[src/design/wdg_pkg.sv]
// shared constants and types for the windowed watchdog back end
package wdg_pkg;
  localparam int unsigned CNT_W = 14;
  localparam int unsigned PER_W = 15;

  // time-out period in count cycles, per timeout_select code
  localparam logic [PER_W-1:0] PERIOD_SEL0 = 15'h0400;
  localparam logic [PER_W-1:0] PERIOD_SEL1 = 15'h1000;
  localparam logic [PER_W-1:0] PERIOD_SEL2 = 15'h2000;
  localparam logic [PER_W-1:0] PERIOD_SEL3 = 15'h4000;

  // prescale divisors, per prescale_select code
  localparam logic [3:0] PRESCALE_CODE_DIV16  = 4'h2;
  localparam logic [3:0] PRESCALE_CODE_DIV32  = 4'h3;
  localparam logic [3:0] PRESCALE_CODE_DIV64  = 4'h4;
  localparam logic [3:0] PRESCALE_CODE_DIV256 = 4'h5;
  localparam logic [3:0] PRESCALE_CODE_DIV128 = 4'hf;
  localparam logic [8:0] DIV_1   = 9'h001;
  localparam logic [8:0] DIV_16  = 9'h010;
  localparam logic [8:0] DIV_32  = 9'h020;
  localparam logic [8:0] DIV_64  = 9'h040;
  localparam logic [8:0] DIV_128 = 9'h080;
  localparam logic [8:0] DIV_256 = 9'h100;

  // refresh key sequence
  localparam logic [7:0] KEY_ARM  = 8'h00;
  localparam logic [7:0] KEY_FIRE = 8'hff;

  // reset values
  localparam logic [CNT_W-1:0] CNT_RESET = 14'h0000;
  localparam logic [1:0]       SEL_RESET = 2'h3;
  localparam logic [3:0]       CKS_RESET = 4'hf;

  typedef enum logic [2:0] {
    ST_BOOT = 3'b001,
    ST_HALT = 3'b010,
    ST_RUN  = 3'b100
  } wdg_state_t;
endpackage

[src/design/wdg_edge_sync.sv]
// three-stage synchroniser with agreement filter and rising-edge pulse
module wdg_edge_sync (
  input  wire logic clk_i,
  input  wire logic rst_n_i,
  input  wire logic async_i,
  output logic      rise_o
);
  logic [2:0] stage;
  logic       level;
  logic [2:0] next_stage;
  logic       next_level;
  logic       next_rise;

  // first stage feeds only the second; stages two and three must agree
  always_comb
  begin
    next_stage = {stage[1:0], async_i};
    next_level = level;
    next_rise  = 1'b0;
    if (stage[1] == stage[2])
    begin
      next_level = stage[2];
      next_rise  = stage[2] & ~level;
    end
  end

  always_ff @(posedge clk_i)
  begin
    if (!rst_n_i)
    begin
      stage  <= 3'h0;
      level  <= 1'b0;
      rise_o <= 1'b0;
    end
    else
    begin
      stage  <= next_stage;
      level  <= next_level;
      rise_o <= next_rise;
    end
  end
endmodule

[src/design/wdg_top.sv]
// windowed watchdog: count, refresh window, reset/nmi output, snapshot
module wdg_top (
  input  wire logic                      CORE_CLK_I,
  input  wire logic                      RST_N_I,
  input  wire logic                      WATCHDOG_DEDICATED_CLOCK_I,
  input  wire logic                      SLEEP_I,
  input  wire logic                      OPT_START_MODE_SELECT_I,
  input  wire logic [1:0]                OPT_TIMEOUT_SELECT_I,
  input  wire logic [3:0]                OPT_PRESCALE_SELECT_I,
  input  wire logic [1:0]                OPT_WINDOW_START_SELECT_I,
  input  wire logic [1:0]                OPT_WINDOW_END_SELECT_I,
  input  wire logic                      OPTION_RESET_OR_IRQ_SELECT_I,
  input  wire logic                      OPT_SLEEP_COUNT_STOP_I,
  input  wire logic                      CFG_WR_I,
  input  wire logic [1:0]                CFG_TIMEOUT_SELECT_I,
  input  wire logic [3:0]                CFG_PRESCALE_SELECT_I,
  input  wire logic [1:0]                CFG_WINDOW_START_SELECT_I,
  input  wire logic [1:0]                CFG_WINDOW_END_SELECT_I,
  input  wire logic                      CFG_RESET_OR_IRQ_SELECT_I,
  input  wire logic                      CFG_SLEEP_COUNT_STOP_I,
  input  wire logic                      REFRESH_KEY_WR_I,
  input  wire logic [7:0]                REFRESH_KEY_DATA_I,
  input  wire logic                      STATUS_WR_I,
  input  wire logic                      STATUS_UNDERFLOW_WDATA_I,
  input  wire logic                      STATUS_REFRESH_ERROR_WDATA_I,
  output logic                           WDG_RESET_O,
  output logic                           WATCHDOG_NMI_REQUEST_O,
  output logic [wdg_pkg::CNT_W-1:0]      COUNTER_SNAPSHOT_O,
  output logic                           UNDERFLOW_FLAG_O,
  output logic                           REFRESH_ERROR_FLAG_O,
  output logic                           COUNTING_O,
  output logic                           CFG_LOCKED_O
);
  localparam int unsigned W = wdg_pkg::CNT_W;
  localparam int unsigned P = wdg_pkg::PER_W;

  wdg_pkg::wdg_state_t state, next_state;
  logic         reg_mode, next_reg_mode;
  logic [1:0]   r_timeout_select, next_r_timeout_select;
  logic [3:0]   r_cks, next_r_cks;
  logic [1:0]   r_window_start_select, next_r_window_start_select;
  logic [1:0]   r_window_end_select, next_r_window_end_select;
  logic         r_rirq, next_r_rirq;
  logic         r_slst, next_r_slst;
  logic         locked, next_locked;
  logic [W-1:0] cnt, next_cnt;
  logic [8:0]   div_cnt, next_div_cnt;
  logic         armed, next_armed;
  logic         rst_out, next_rst_out, nmi, next_nmi;
  logic         uf_flag, next_uf_flag;
  logic         re_flag, next_re_flag;
  logic [W-1:0] snap1, snap2, snap3;
  logic         wclk_rise;

  // effective settings and derived values
  logic [1:0]   e_timeout_select, e_window_start_select, e_window_end_select;
  logic [3:0]   e_cks;
  logic [P-1:0] period, quarter, win_start, win_end;
  logic [8:0]   divisor;
  logic         e_rirq, e_slst, tick, refresh, in_window, underflow, ref_err, event_hit;

  wdg_edge_sync u_wclk_sync (
    .clk_i   (CORE_CLK_I),
    .rst_n_i (RST_N_I),
    .async_i (WATCHDOG_DEDICATED_CLOCK_I),
    .rise_o  (wclk_rise)
  );

  // configuration source follows the start mode captured at release
  always_comb
  begin
    e_timeout_select  = reg_mode ? r_timeout_select : OPT_TIMEOUT_SELECT_I;
    e_cks   = reg_mode ? r_cks  : OPT_PRESCALE_SELECT_I;
    e_window_start_select  = reg_mode ? r_window_start_select : OPT_WINDOW_START_SELECT_I;
    e_window_end_select  = reg_mode ? r_window_end_select : OPT_WINDOW_END_SELECT_I;
    e_rirq  = reg_mode ? r_rirq : OPTION_RESET_OR_IRQ_SELECT_I;
    e_slst  = reg_mode ? r_slst : OPT_SLEEP_COUNT_STOP_I;
    case (e_timeout_select)
      2'h0:    period = wdg_pkg::PERIOD_SEL0;
      2'h1:    period = wdg_pkg::PERIOD_SEL1;
      2'h2:    period = wdg_pkg::PERIOD_SEL2;
      default: period = wdg_pkg::PERIOD_SEL3;
    endcase
    case (e_cks)
      wdg_pkg::PRESCALE_CODE_DIV16:  divisor = wdg_pkg::DIV_16;
      wdg_pkg::PRESCALE_CODE_DIV32:  divisor = wdg_pkg::DIV_32;
      wdg_pkg::PRESCALE_CODE_DIV64:  divisor = wdg_pkg::DIV_64;
      wdg_pkg::PRESCALE_CODE_DIV128: divisor = wdg_pkg::DIV_128;
      wdg_pkg::PRESCALE_CODE_DIV256: divisor = wdg_pkg::DIV_256;
      default:                       divisor = wdg_pkg::DIV_1;
    endcase
    // window start opens at (k+1)/4 of the period, end closes at (3-k)/4
    quarter   = period >> 2;
    win_start = P'(quarter * P'({1'b0, e_window_start_select} + 3'h1)) - P'(1);
    win_end   = P'(quarter * P'(3'h3 - {1'b0, e_window_end_select}));
    in_window = ({1'b0, cnt} <= win_start) && ({1'b0, cnt} >= win_end);
  end

  // main next-state logic
  always_comb
  begin
    next_state    = state;
    next_reg_mode = reg_mode;
    next_r_timeout_select   = r_timeout_select;
    next_r_cks    = r_cks;
    next_r_window_start_select   = r_window_start_select;
    next_r_window_end_select   = r_window_end_select;
    next_r_rirq   = r_rirq;
    next_r_slst   = r_slst;
    next_locked   = locked;
    next_cnt      = cnt;
    next_div_cnt  = div_cnt;
    next_armed    = armed;
    next_uf_flag  = uf_flag;
    next_re_flag  = re_flag;
    refresh       = 1'b0;

    // count cycle: prescaled watchdog clock edges; sleep may freeze it
    tick = 1'b0;
    if (wclk_rise && !(SLEEP_I && e_slst))
    begin
      tick         = (div_cnt >= divisor - 9'h001);
      next_div_cnt = tick ? 9'h000 : div_cnt + 9'h001;
    end

    // key sequence; reads or other writes between keys do not disturb it
    if (REFRESH_KEY_WR_I && state != wdg_pkg::ST_BOOT)
    begin
      next_armed = (REFRESH_KEY_DATA_I == wdg_pkg::KEY_ARM);
      refresh    = armed && (REFRESH_KEY_DATA_I == wdg_pkg::KEY_FIRE);
    end

    underflow = (state == wdg_pkg::ST_RUN) && tick && (cnt == '0);
    ref_err   = (state == wdg_pkg::ST_RUN) && refresh && !in_window;
    event_hit = underflow || ref_err;

    // one-time configuration writes, locked by a write or first refresh
    if (CFG_WR_I && !locked && reg_mode)
    begin
      next_r_timeout_select = CFG_TIMEOUT_SELECT_I;
      next_r_cks  = CFG_PRESCALE_SELECT_I;
      next_r_window_start_select = CFG_WINDOW_START_SELECT_I;
      next_r_window_end_select = CFG_WINDOW_END_SELECT_I;
      next_r_rirq = CFG_RESET_OR_IRQ_SELECT_I;
      next_r_slst = CFG_SLEEP_COUNT_STOP_I;
      next_locked = 1'b1;
    end

    case (state)
      wdg_pkg::ST_BOOT:
      begin
        next_reg_mode = OPT_START_MODE_SELECT_I;
        next_div_cnt  = 9'h000;
        if (OPT_START_MODE_SELECT_I)
        begin
          next_state = wdg_pkg::ST_HALT;
        end
        else
        begin
          next_cnt   = W'(period - P'(1));        // option word period
          next_state = wdg_pkg::ST_RUN;
        end
      end
      wdg_pkg::ST_HALT:
      begin
        if (refresh)
        begin
          next_cnt    = W'(period - P'(1));
          next_locked = 1'b1;
          next_state  = wdg_pkg::ST_RUN;
        end
      end
      wdg_pkg::ST_RUN:
      begin
        if (event_hit && reg_mode)
        begin
          next_cnt   = wdg_pkg::CNT_RESET;
          next_state = wdg_pkg::ST_HALT;
        end
        else if (event_hit || refresh)
        begin
          next_cnt = W'(period - P'(1));
        end
        else if (tick)
        begin
          next_cnt = cnt - W'(1);
        end
      end
      default:
      begin
        next_state = wdg_pkg::ST_BOOT;
      end
    endcase

    // reset output lasts until the next count cycle boundary
    next_rst_out = (event_hit && e_rirq) || (rst_out && !tick);
    // nmi only goes to the nmi controller; no transfer trigger exists
    next_nmi = event_hit && !e_rirq;

    // status flags: new event overwrites, set beats a same-cycle clear
    if (underflow)
    begin
      next_uf_flag = 1'b1;
      next_re_flag = 1'b0;
    end
    else if (ref_err)
    begin
      next_re_flag = 1'b1;
      next_uf_flag = 1'b0;
    end
    else if (STATUS_WR_I)
    begin
      next_uf_flag = uf_flag & STATUS_UNDERFLOW_WDATA_I;
      next_re_flag = re_flag & STATUS_REFRESH_ERROR_WDATA_I;
    end
  end

  // main state registers
  always_ff @(posedge CORE_CLK_I)
  begin
    if (!RST_N_I)
    begin
      state    <= wdg_pkg::ST_BOOT;
      reg_mode <= 1'b0;
      r_timeout_select   <= wdg_pkg::SEL_RESET;
      r_cks    <= wdg_pkg::CKS_RESET;
      r_window_start_select   <= wdg_pkg::SEL_RESET;
      r_window_end_select   <= wdg_pkg::SEL_RESET;
      r_rirq   <= 1'b1;
      r_slst   <= 1'b1;
      locked   <= 1'b0;
      cnt      <= wdg_pkg::CNT_RESET;
      div_cnt  <= 9'h000;
      armed    <= 1'b0;
      rst_out  <= 1'b0;
      nmi      <= 1'b0;
      uf_flag  <= 1'b0;
      re_flag  <= 1'b0;
      COUNTING_O         <= 1'b0;
      snap1              <= wdg_pkg::CNT_RESET;
      snap2              <= wdg_pkg::CNT_RESET;
      snap3              <= wdg_pkg::CNT_RESET;
      COUNTER_SNAPSHOT_O <= wdg_pkg::CNT_RESET;
    end
    else
    begin
      state    <= next_state;
      reg_mode <= next_reg_mode;
      r_timeout_select   <= next_r_timeout_select;
      r_cks    <= next_r_cks;
      r_window_start_select   <= next_r_window_start_select;
      r_window_end_select   <= next_r_window_end_select;
      r_rirq   <= next_r_rirq;
      r_slst   <= next_r_slst;
      locked   <= next_locked;
      cnt      <= next_cnt;
      div_cnt  <= next_div_cnt;
      armed    <= next_armed;
      rst_out  <= next_rst_out;
      nmi      <= next_nmi;
      uf_flag  <= next_uf_flag;
      re_flag  <= next_re_flag;
      COUNTING_O         <= (next_state == wdg_pkg::ST_RUN);
      snap1              <= cnt;
      snap2              <= snap1;
      snap3              <= snap2;
      COUNTER_SNAPSHOT_O <= snap3;   // four stages keep the view within four cycles
    end
  end

  // outputs are the state flops themselves; a second copy would only double the area
  assign WDG_RESET_O            = rst_out;
  assign WATCHDOG_NMI_REQUEST_O = nmi;
  assign UNDERFLOW_FLAG_O       = uf_flag;
  assign REFRESH_ERROR_FLAG_O   = re_flag;
  assign CFG_LOCKED_O           = locked;
endmodule

[config.mk]
export PLATFORM = sky130hd
export DESIGN_NAME = wdg_top
export DESIGN_NICKNAME = d
export VERILOG_FILES = /design/src/design/wdg_pkg.sv /design/src/design/wdg_edge_sync.sv /design/src/design/wdg_top.sv
export SDC_FILE = /design/constraint.sdc
export NUM_CORES = 1
export LEC_CHECK = 0
export ABC_AREA = 1
export BUFFER_PORTS_ARGS = -buffer_cell sky130_fd_sc_hd__buf_2
export CORE_UTILIZATION = 40
export DETAILED_ROUTE_END_ITERATION = 16
export PLACE_DENSITY = 0.63
export SLEW_MARGIN = 0
export SYNTH_ARGS = -nofsm -noshare
export SYNTH_HDL_FRONTEND = slang
export SYNTH_SLANG_ARGS = --single-unit
[constraint.sdc]
create_clock -name CORE_CLK_I -period 8.3 [get_ports CORE_CLK_I]
set_clock_uncertainty 0.2 [all_clocks]
set_input_delay 0.415 -clock CORE_CLK_I [delete_from_list [all_inputs] [get_ports CORE_CLK_I]]
set_output_delay 0.415 -clock CORE_CLK_I [all_outputs]
set_load 0.1 [all_outputs]
# == Yosys cells after proc, flatten, opt, wreduce, memory -nomap -nowiden ==
# Index checks and enable logic that the tools add are counted.
# totals
regBits,107
input_bits,42
output_inout_bits,20
word_cells,120
# classes
n_addsub,7
multipliers,2
magnitude_cmp,3
n_eq_ne,17
n_mux,29
bitwise,5
reduce_logical,33
# op_table
op,count
$mux W14,5
$pmux W15 S3,1
$pmux W9 S5,1
$pmux W14 S3,1
$sub A14 B1 Y14 const B,2
$ge A14 B15 Y1,1
$le A14 B15 Y1,1
$logic_and A1 B1 Y1,15
$mul A13 B3 Y15,1
$mul A14 B3 Y15,1
$sub A15 B1 Y15 const B,1
$logic_not A14 Y1,1
$mux W1,12
$add A9 B1 Y9 const B,1
$ge A9 B9 Y1,1
$mux W3,3
$mux W9,1
$pmux W3 S3,1
$sub A9 B1 Y9 const B,1
$eq A4 B2 Y1 const B,2
$eq A4 B3 Y1 const B,2
$eq A8 B8 Y1 const B,1
$logic_not A8 Y1,1
$eq A3 B3 Y1 const B,2
other kinds (23),37

# == Logic depth before layout (Yosys ltp) ==
# logic_depth
ltp_word,14
ltp_mapped,27
depth_no_buf,25

# == By module ==
# Synthesis repeated with hierarchy kept, for this count alone.
# unflattened
cells_unflattened,703
area_unflattened_um2,5312.6
# by_module_without_submodules
module,instances,cells_each,area_each_um2,seq_area_each_um2
wdg_top,1,687,5163.7,2042.0
wdg_edge_sync,1,16,148.9,100.1

# == Worst setup path before layout ==
# Ideal clock, no wire load.
# synth_path
kind,flip-flop to flip-flop
start,register reg_mode
end,register cnt[7]
setup_time_ps,125
t_arrival_ps,3988
required_time_ps,7975
slack_ps,3988
path_stages_with_launch,28
path_buffers,2
period_less_slack_ps,4312
path_cell_list,dfxtp_1 buf_6 inv_4 buf_6 or2_2 o21ai_0 inv_1 ha_1 nand2_1 ha_1 fa_1 inv_1 ha_1 a21oi_1 nand2_1 xnor2_1 ha_1 nand3_1 inv_1 nand2_1 nand2_1 nand2_1 o21ai_1 nand2_2 nand2_2 nand2_4 nand2_8 o21ai_2
# synth_between
elab_chain_cells,14
elab_cells_between_ends,41
cone_classes,add/sub: 4; mul: 2; order compare: 3; eq/ne: 8; mux: 11; reduce/logical: 13
# synth_rtl
item,line_no,rtl
start: declaration,wdg_top.sv:38,"logic reg_mode, next_reg_mode;"
start signal: assignment,wdg_top.sv:248,reg_mode <= next_reg_mode;
$mux W2,wdg_top.sv:72,e_timeout_select = reg_mode ? r_timeout_select : OPT_TIMEOUT_SELECT_I;
$eq A2 B2 Y1 (tied with other cells),wdg_top.sv:78,case (e_timeout_select)
$pmux W15 S3,wdg_top.sv:78,
$mul A13 B3 Y15,wdg_top.sv:94,"win_start = P'(quarter * P'({1'b0, e_window_start_select} + 3'h1)) - P'(1);"
$sub A15 B1 Y15,wdg_top.sv:94,
$le A14 B15 Y1,wdg_top.sv:96,"in_window = ({1'b0, cnt} <= win_start) && ({1'b0, cnt} >= win_end);"
$logic_and A1 B1 Y1,wdg_top.sv:96,
$logic_not A1 Y1,wdg_top.sv:134,ref_err = (state == wdg_pkg::ST_RUN) && refresh && !in_window;
$logic_and A1 B1 Y1,wdg_top.sv:134,
$logic_or A1 B1 Y1,wdg_top.sv:135,event_hit = underflow || ref_err;
$logic_or A1 B1 Y1,wdg_top.sv:180,else if (event_hit || refresh)
$mux W14,wdg_top.sv:180,
$mux W14,wdg_top.sv:175,if (event_hit && reg_mode)
$pmux W14 S3,wdg_top.sv:149,case (state)
end signal: assignment,wdg_top.sv:232,cnt <= wdg_pkg::CNT_RESET;
end signal: assignment,wdg_top.sv:256,cnt <= next_cnt;
end: declaration,wdg_top.sv:46,"logic [W-1:0] cnt, next_cnt;"
# Several ways; a longest one is shown, not always the timed one.
# A chain may end at the register's enable or synchronous reset.

# == Final worst setup path ==
# layout_path
start,register reg_mode
end,register cnt[3]
# Same word-level chain as after synthesis.

==> metrics.txt <==
status finished, final reports clean; hold_sp WATCHDOG_DEDICATED_CLOCK_I; # hold bufs at CTS 0; Worst Path Arrival 5.09 ns; sequential share of the synthesized area 39.2%; GP Congestion 0.878; Routed Antenna Nets 0; RSZ-0062 raised after global routing no; global-route wire length before repair 18.7 mm; routed vias 4,461; DR vias/cell 4.58; peak supply drop 0.146 mV; row cnt 42; Post-synth EDFFs 0; crit path capture type flip-flop; grt peak-use layer met2; final hold viol count 0; Congestion Overflow GR 0; Max Slew Vio Count 0; GRT met2 Usage 26.2%; Core Util, Final 46.7%; Core ar. 13,300 um2; full die area around 14,000 um2; DRT Wirelength 10.8 mm; WHS 0.0597 ns; PwrDens 303 nW/um2; setup_tns 0 ns; max incr delay on CP 0.76 ns; CTS sink cnt 107; reg2reg path depth 25; number of setup buffers added after CTS 0; setup ws final 3.24 ns; Netlist cell types 50; worst slack, placed around 3.3 ns; most frequent cells in the layout nand2_1, inv_1, dfxtp_1; H-Tree Depth 3; ANT cells 0; crit start category flip-flop; PostCTS Resize Cnt 0; endpoints failing setup 0; placed instance area roughly 6000 um2; hold path depth 3; Area Growth Syn to Fin 13.6%; average size of a mapped cell 7.42 um2; minimum clock period ~5.1 ns; slew at the pin with the worst max-slew slack 0.733 ns; fraction of layout cells with a size suffix above 1 15.9%; Post-Syn Area 5470 um2; reg2reg end cnt[3]; Synth Warn # 0; Critical Path Fanout Max 16; max cap viols 0; hpwl dp approximately 8.3 mm; drt first-iter violations 224; I/O pin count 62; CP max-delay cell dfxtp_1; Synth Flop Type dfxtp_1; pin count of the biggest net entering global routing 77; initial core utilization 41.1%; Worst R2R Setup Slack 3.24 ns; most used cell, CP nand2_1; maximum clock path buffer count 2; met1 Use GR a little over a fifth; commonest non-fill, non-tap cell in the layout nand2_1; Hold Crit Class in -> reg; DRT Pass-1 Iters 4; Leak 0.00335 uW; DRC Markers 0; post-DR wirelength/cell 11.1 um; Synth Net Count 819; asr flop ratio synth 0%; Slew headroom roughly half; design area 6210 um2; vias in the first global route 4,206; DIE HEIGHT approximately 120 um; FF+latch count, synth 107; fin nets 875; CTS tree yes; Tcrit/Tclk final ~61%; clk_lat worst skew between 0.3 and 0.4 ns; Die Wd 119 um; total CTS buffers 9; Setup Crit Path Kind reg -> reg; routing usage on met3 2.11%; Cells after Synth 737; Port Buffers 61; Total GRT Usage between 10% and 20%; clk root buf clkbuf_16; synth top area cells dfxtp_1, nand2_1, inv_1; initial antenna violation count 0; largest area contributor in the netlist dfxtp_1; Hold EP u_wclk_sync.stage[0]; Reg-to-Reg Start reg_mode; Achievable Freq 198 MHz; share of the synthesized area in the top cell type 39.2%; clock slew at reported path FFs 0.08 ns; WP data required 8.33 ns
-- synth_stat cells (3+ instances only) --
master and n:
nand2_1 198, inv_1 123, dfxtp_1 107, nor2_1 56, nand3_1 42, ha_1 36, a21oi_1 27, nand4_1 14
nor3_1 12, o21ai_0 12, clkbuf_1 9, o21ai_2 9, nand2_2 8, xor2_1 8, or2_2 6, nand3_2 5
nor4_1 5, buf_6 4, fa_1 4, inv_2 4, xnor2_1 4, nand3b_1 3, nor2_2 3, or2_1 3
-- sequential cells by signal (all words and copies together), names as in the netlist, 2 cells and up --
register               count
COUNTER_SNAPSHOT_O        14
cnt                       14
snap1                     14
snap2                     14
snap3                     14
div_cnt                    9
r_cks                      4
state                      3
u_wclk_sync.stage          3
r_timeout_select           2
r_window_end_select        2
r_window_start_select      2
-- per-layer routing --
layer	wire length [um]	share of wire [%]
met4	206	1.9
met1	5410	50
met2	4850	45
met5	0	0
met3	372	3.4
-- logic make-up (layout without fill, tap and decap cells) --
kind of cell | count (synthesis) | count (layout) | synth area share (%)
AND/OR/NAND/NOR | 367 | 367 | 31.1
buffers and inverters | 146 | 207 | 10.7
flip-flops | 107 | 107 | 39.2
AO/OA/AOI/OAI | 63 | 63 | 7.21
adder cells (fa/ha/maj) | 40 | 40 | 9.70
XOR/XNOR | 12 | 12 | 1.92
other | 1 | 1 | 0.0686
multiplexers | 1 | 1 | 0.183
-- per-stage QoR --
step | power, uW | cells
5_1_grt | 2060 | 974
6_report | 1880 | 974
3_5_place_dp | 1470 | 958
3_3_place_gp | 1460 | 958
4_1_cts | 1900 | 974
2_1_floorplan | 1310 | 737
-- report_power, final --
| part | switching, uW | total (uW) | internal [uW] | leakage, uW |
|---|---|---|---|---|
| clock | 206 | 421 | 215 | 0.000151 |
| sequential | 75.6 | 665 | 590 | 0.000873 |
| combinational | 503 | 795 | 292 | 0.00232 |
| total | 784 | 1880 | 1100 | 0.00335 |
-- cell type report --
class / instances / area, um2
Fill cell: 1338 / 7080
Multi-Input combinational cell: 484 / 2740
Sequential cell: 107 / 2140
Inverter: 129 / 487
Timing Repair Buffer: 62 / 313
Clock buffer: 9 / 225
Tap cell: 176 / 220
Clock inverter: 7 / 80.1
-- worst max path at each step --
stage,endpoint,slack [ns],startpoint
2_1_floorplan,cnt[7],3.99,reg_mode
3_3_place_gp,cnt[7],3.39,reg_mode
3_5_place_dp,cnt[8],3.28,reg_mode
4_1_cts,cnt[3],3.27,reg_mode
5_1_grt,cnt[5],2.88,reg_mode
6_report,cnt[3],3.24,reg_mode
-- critical path: cells and delay by family, from the launching register on --
kind	cells	cell delay, ns
AND/OR/NAND/NOR	11	1.15
buffers and inverters	4	0.39
adder cells (fa/ha/maj)	5	1.79
flip-flops	1	0.76
AO/OA/AOI/OAI	4	0.53
XOR/XNOR	1	0.13
No activity file was read; power rests on OpenSTA's default activity.
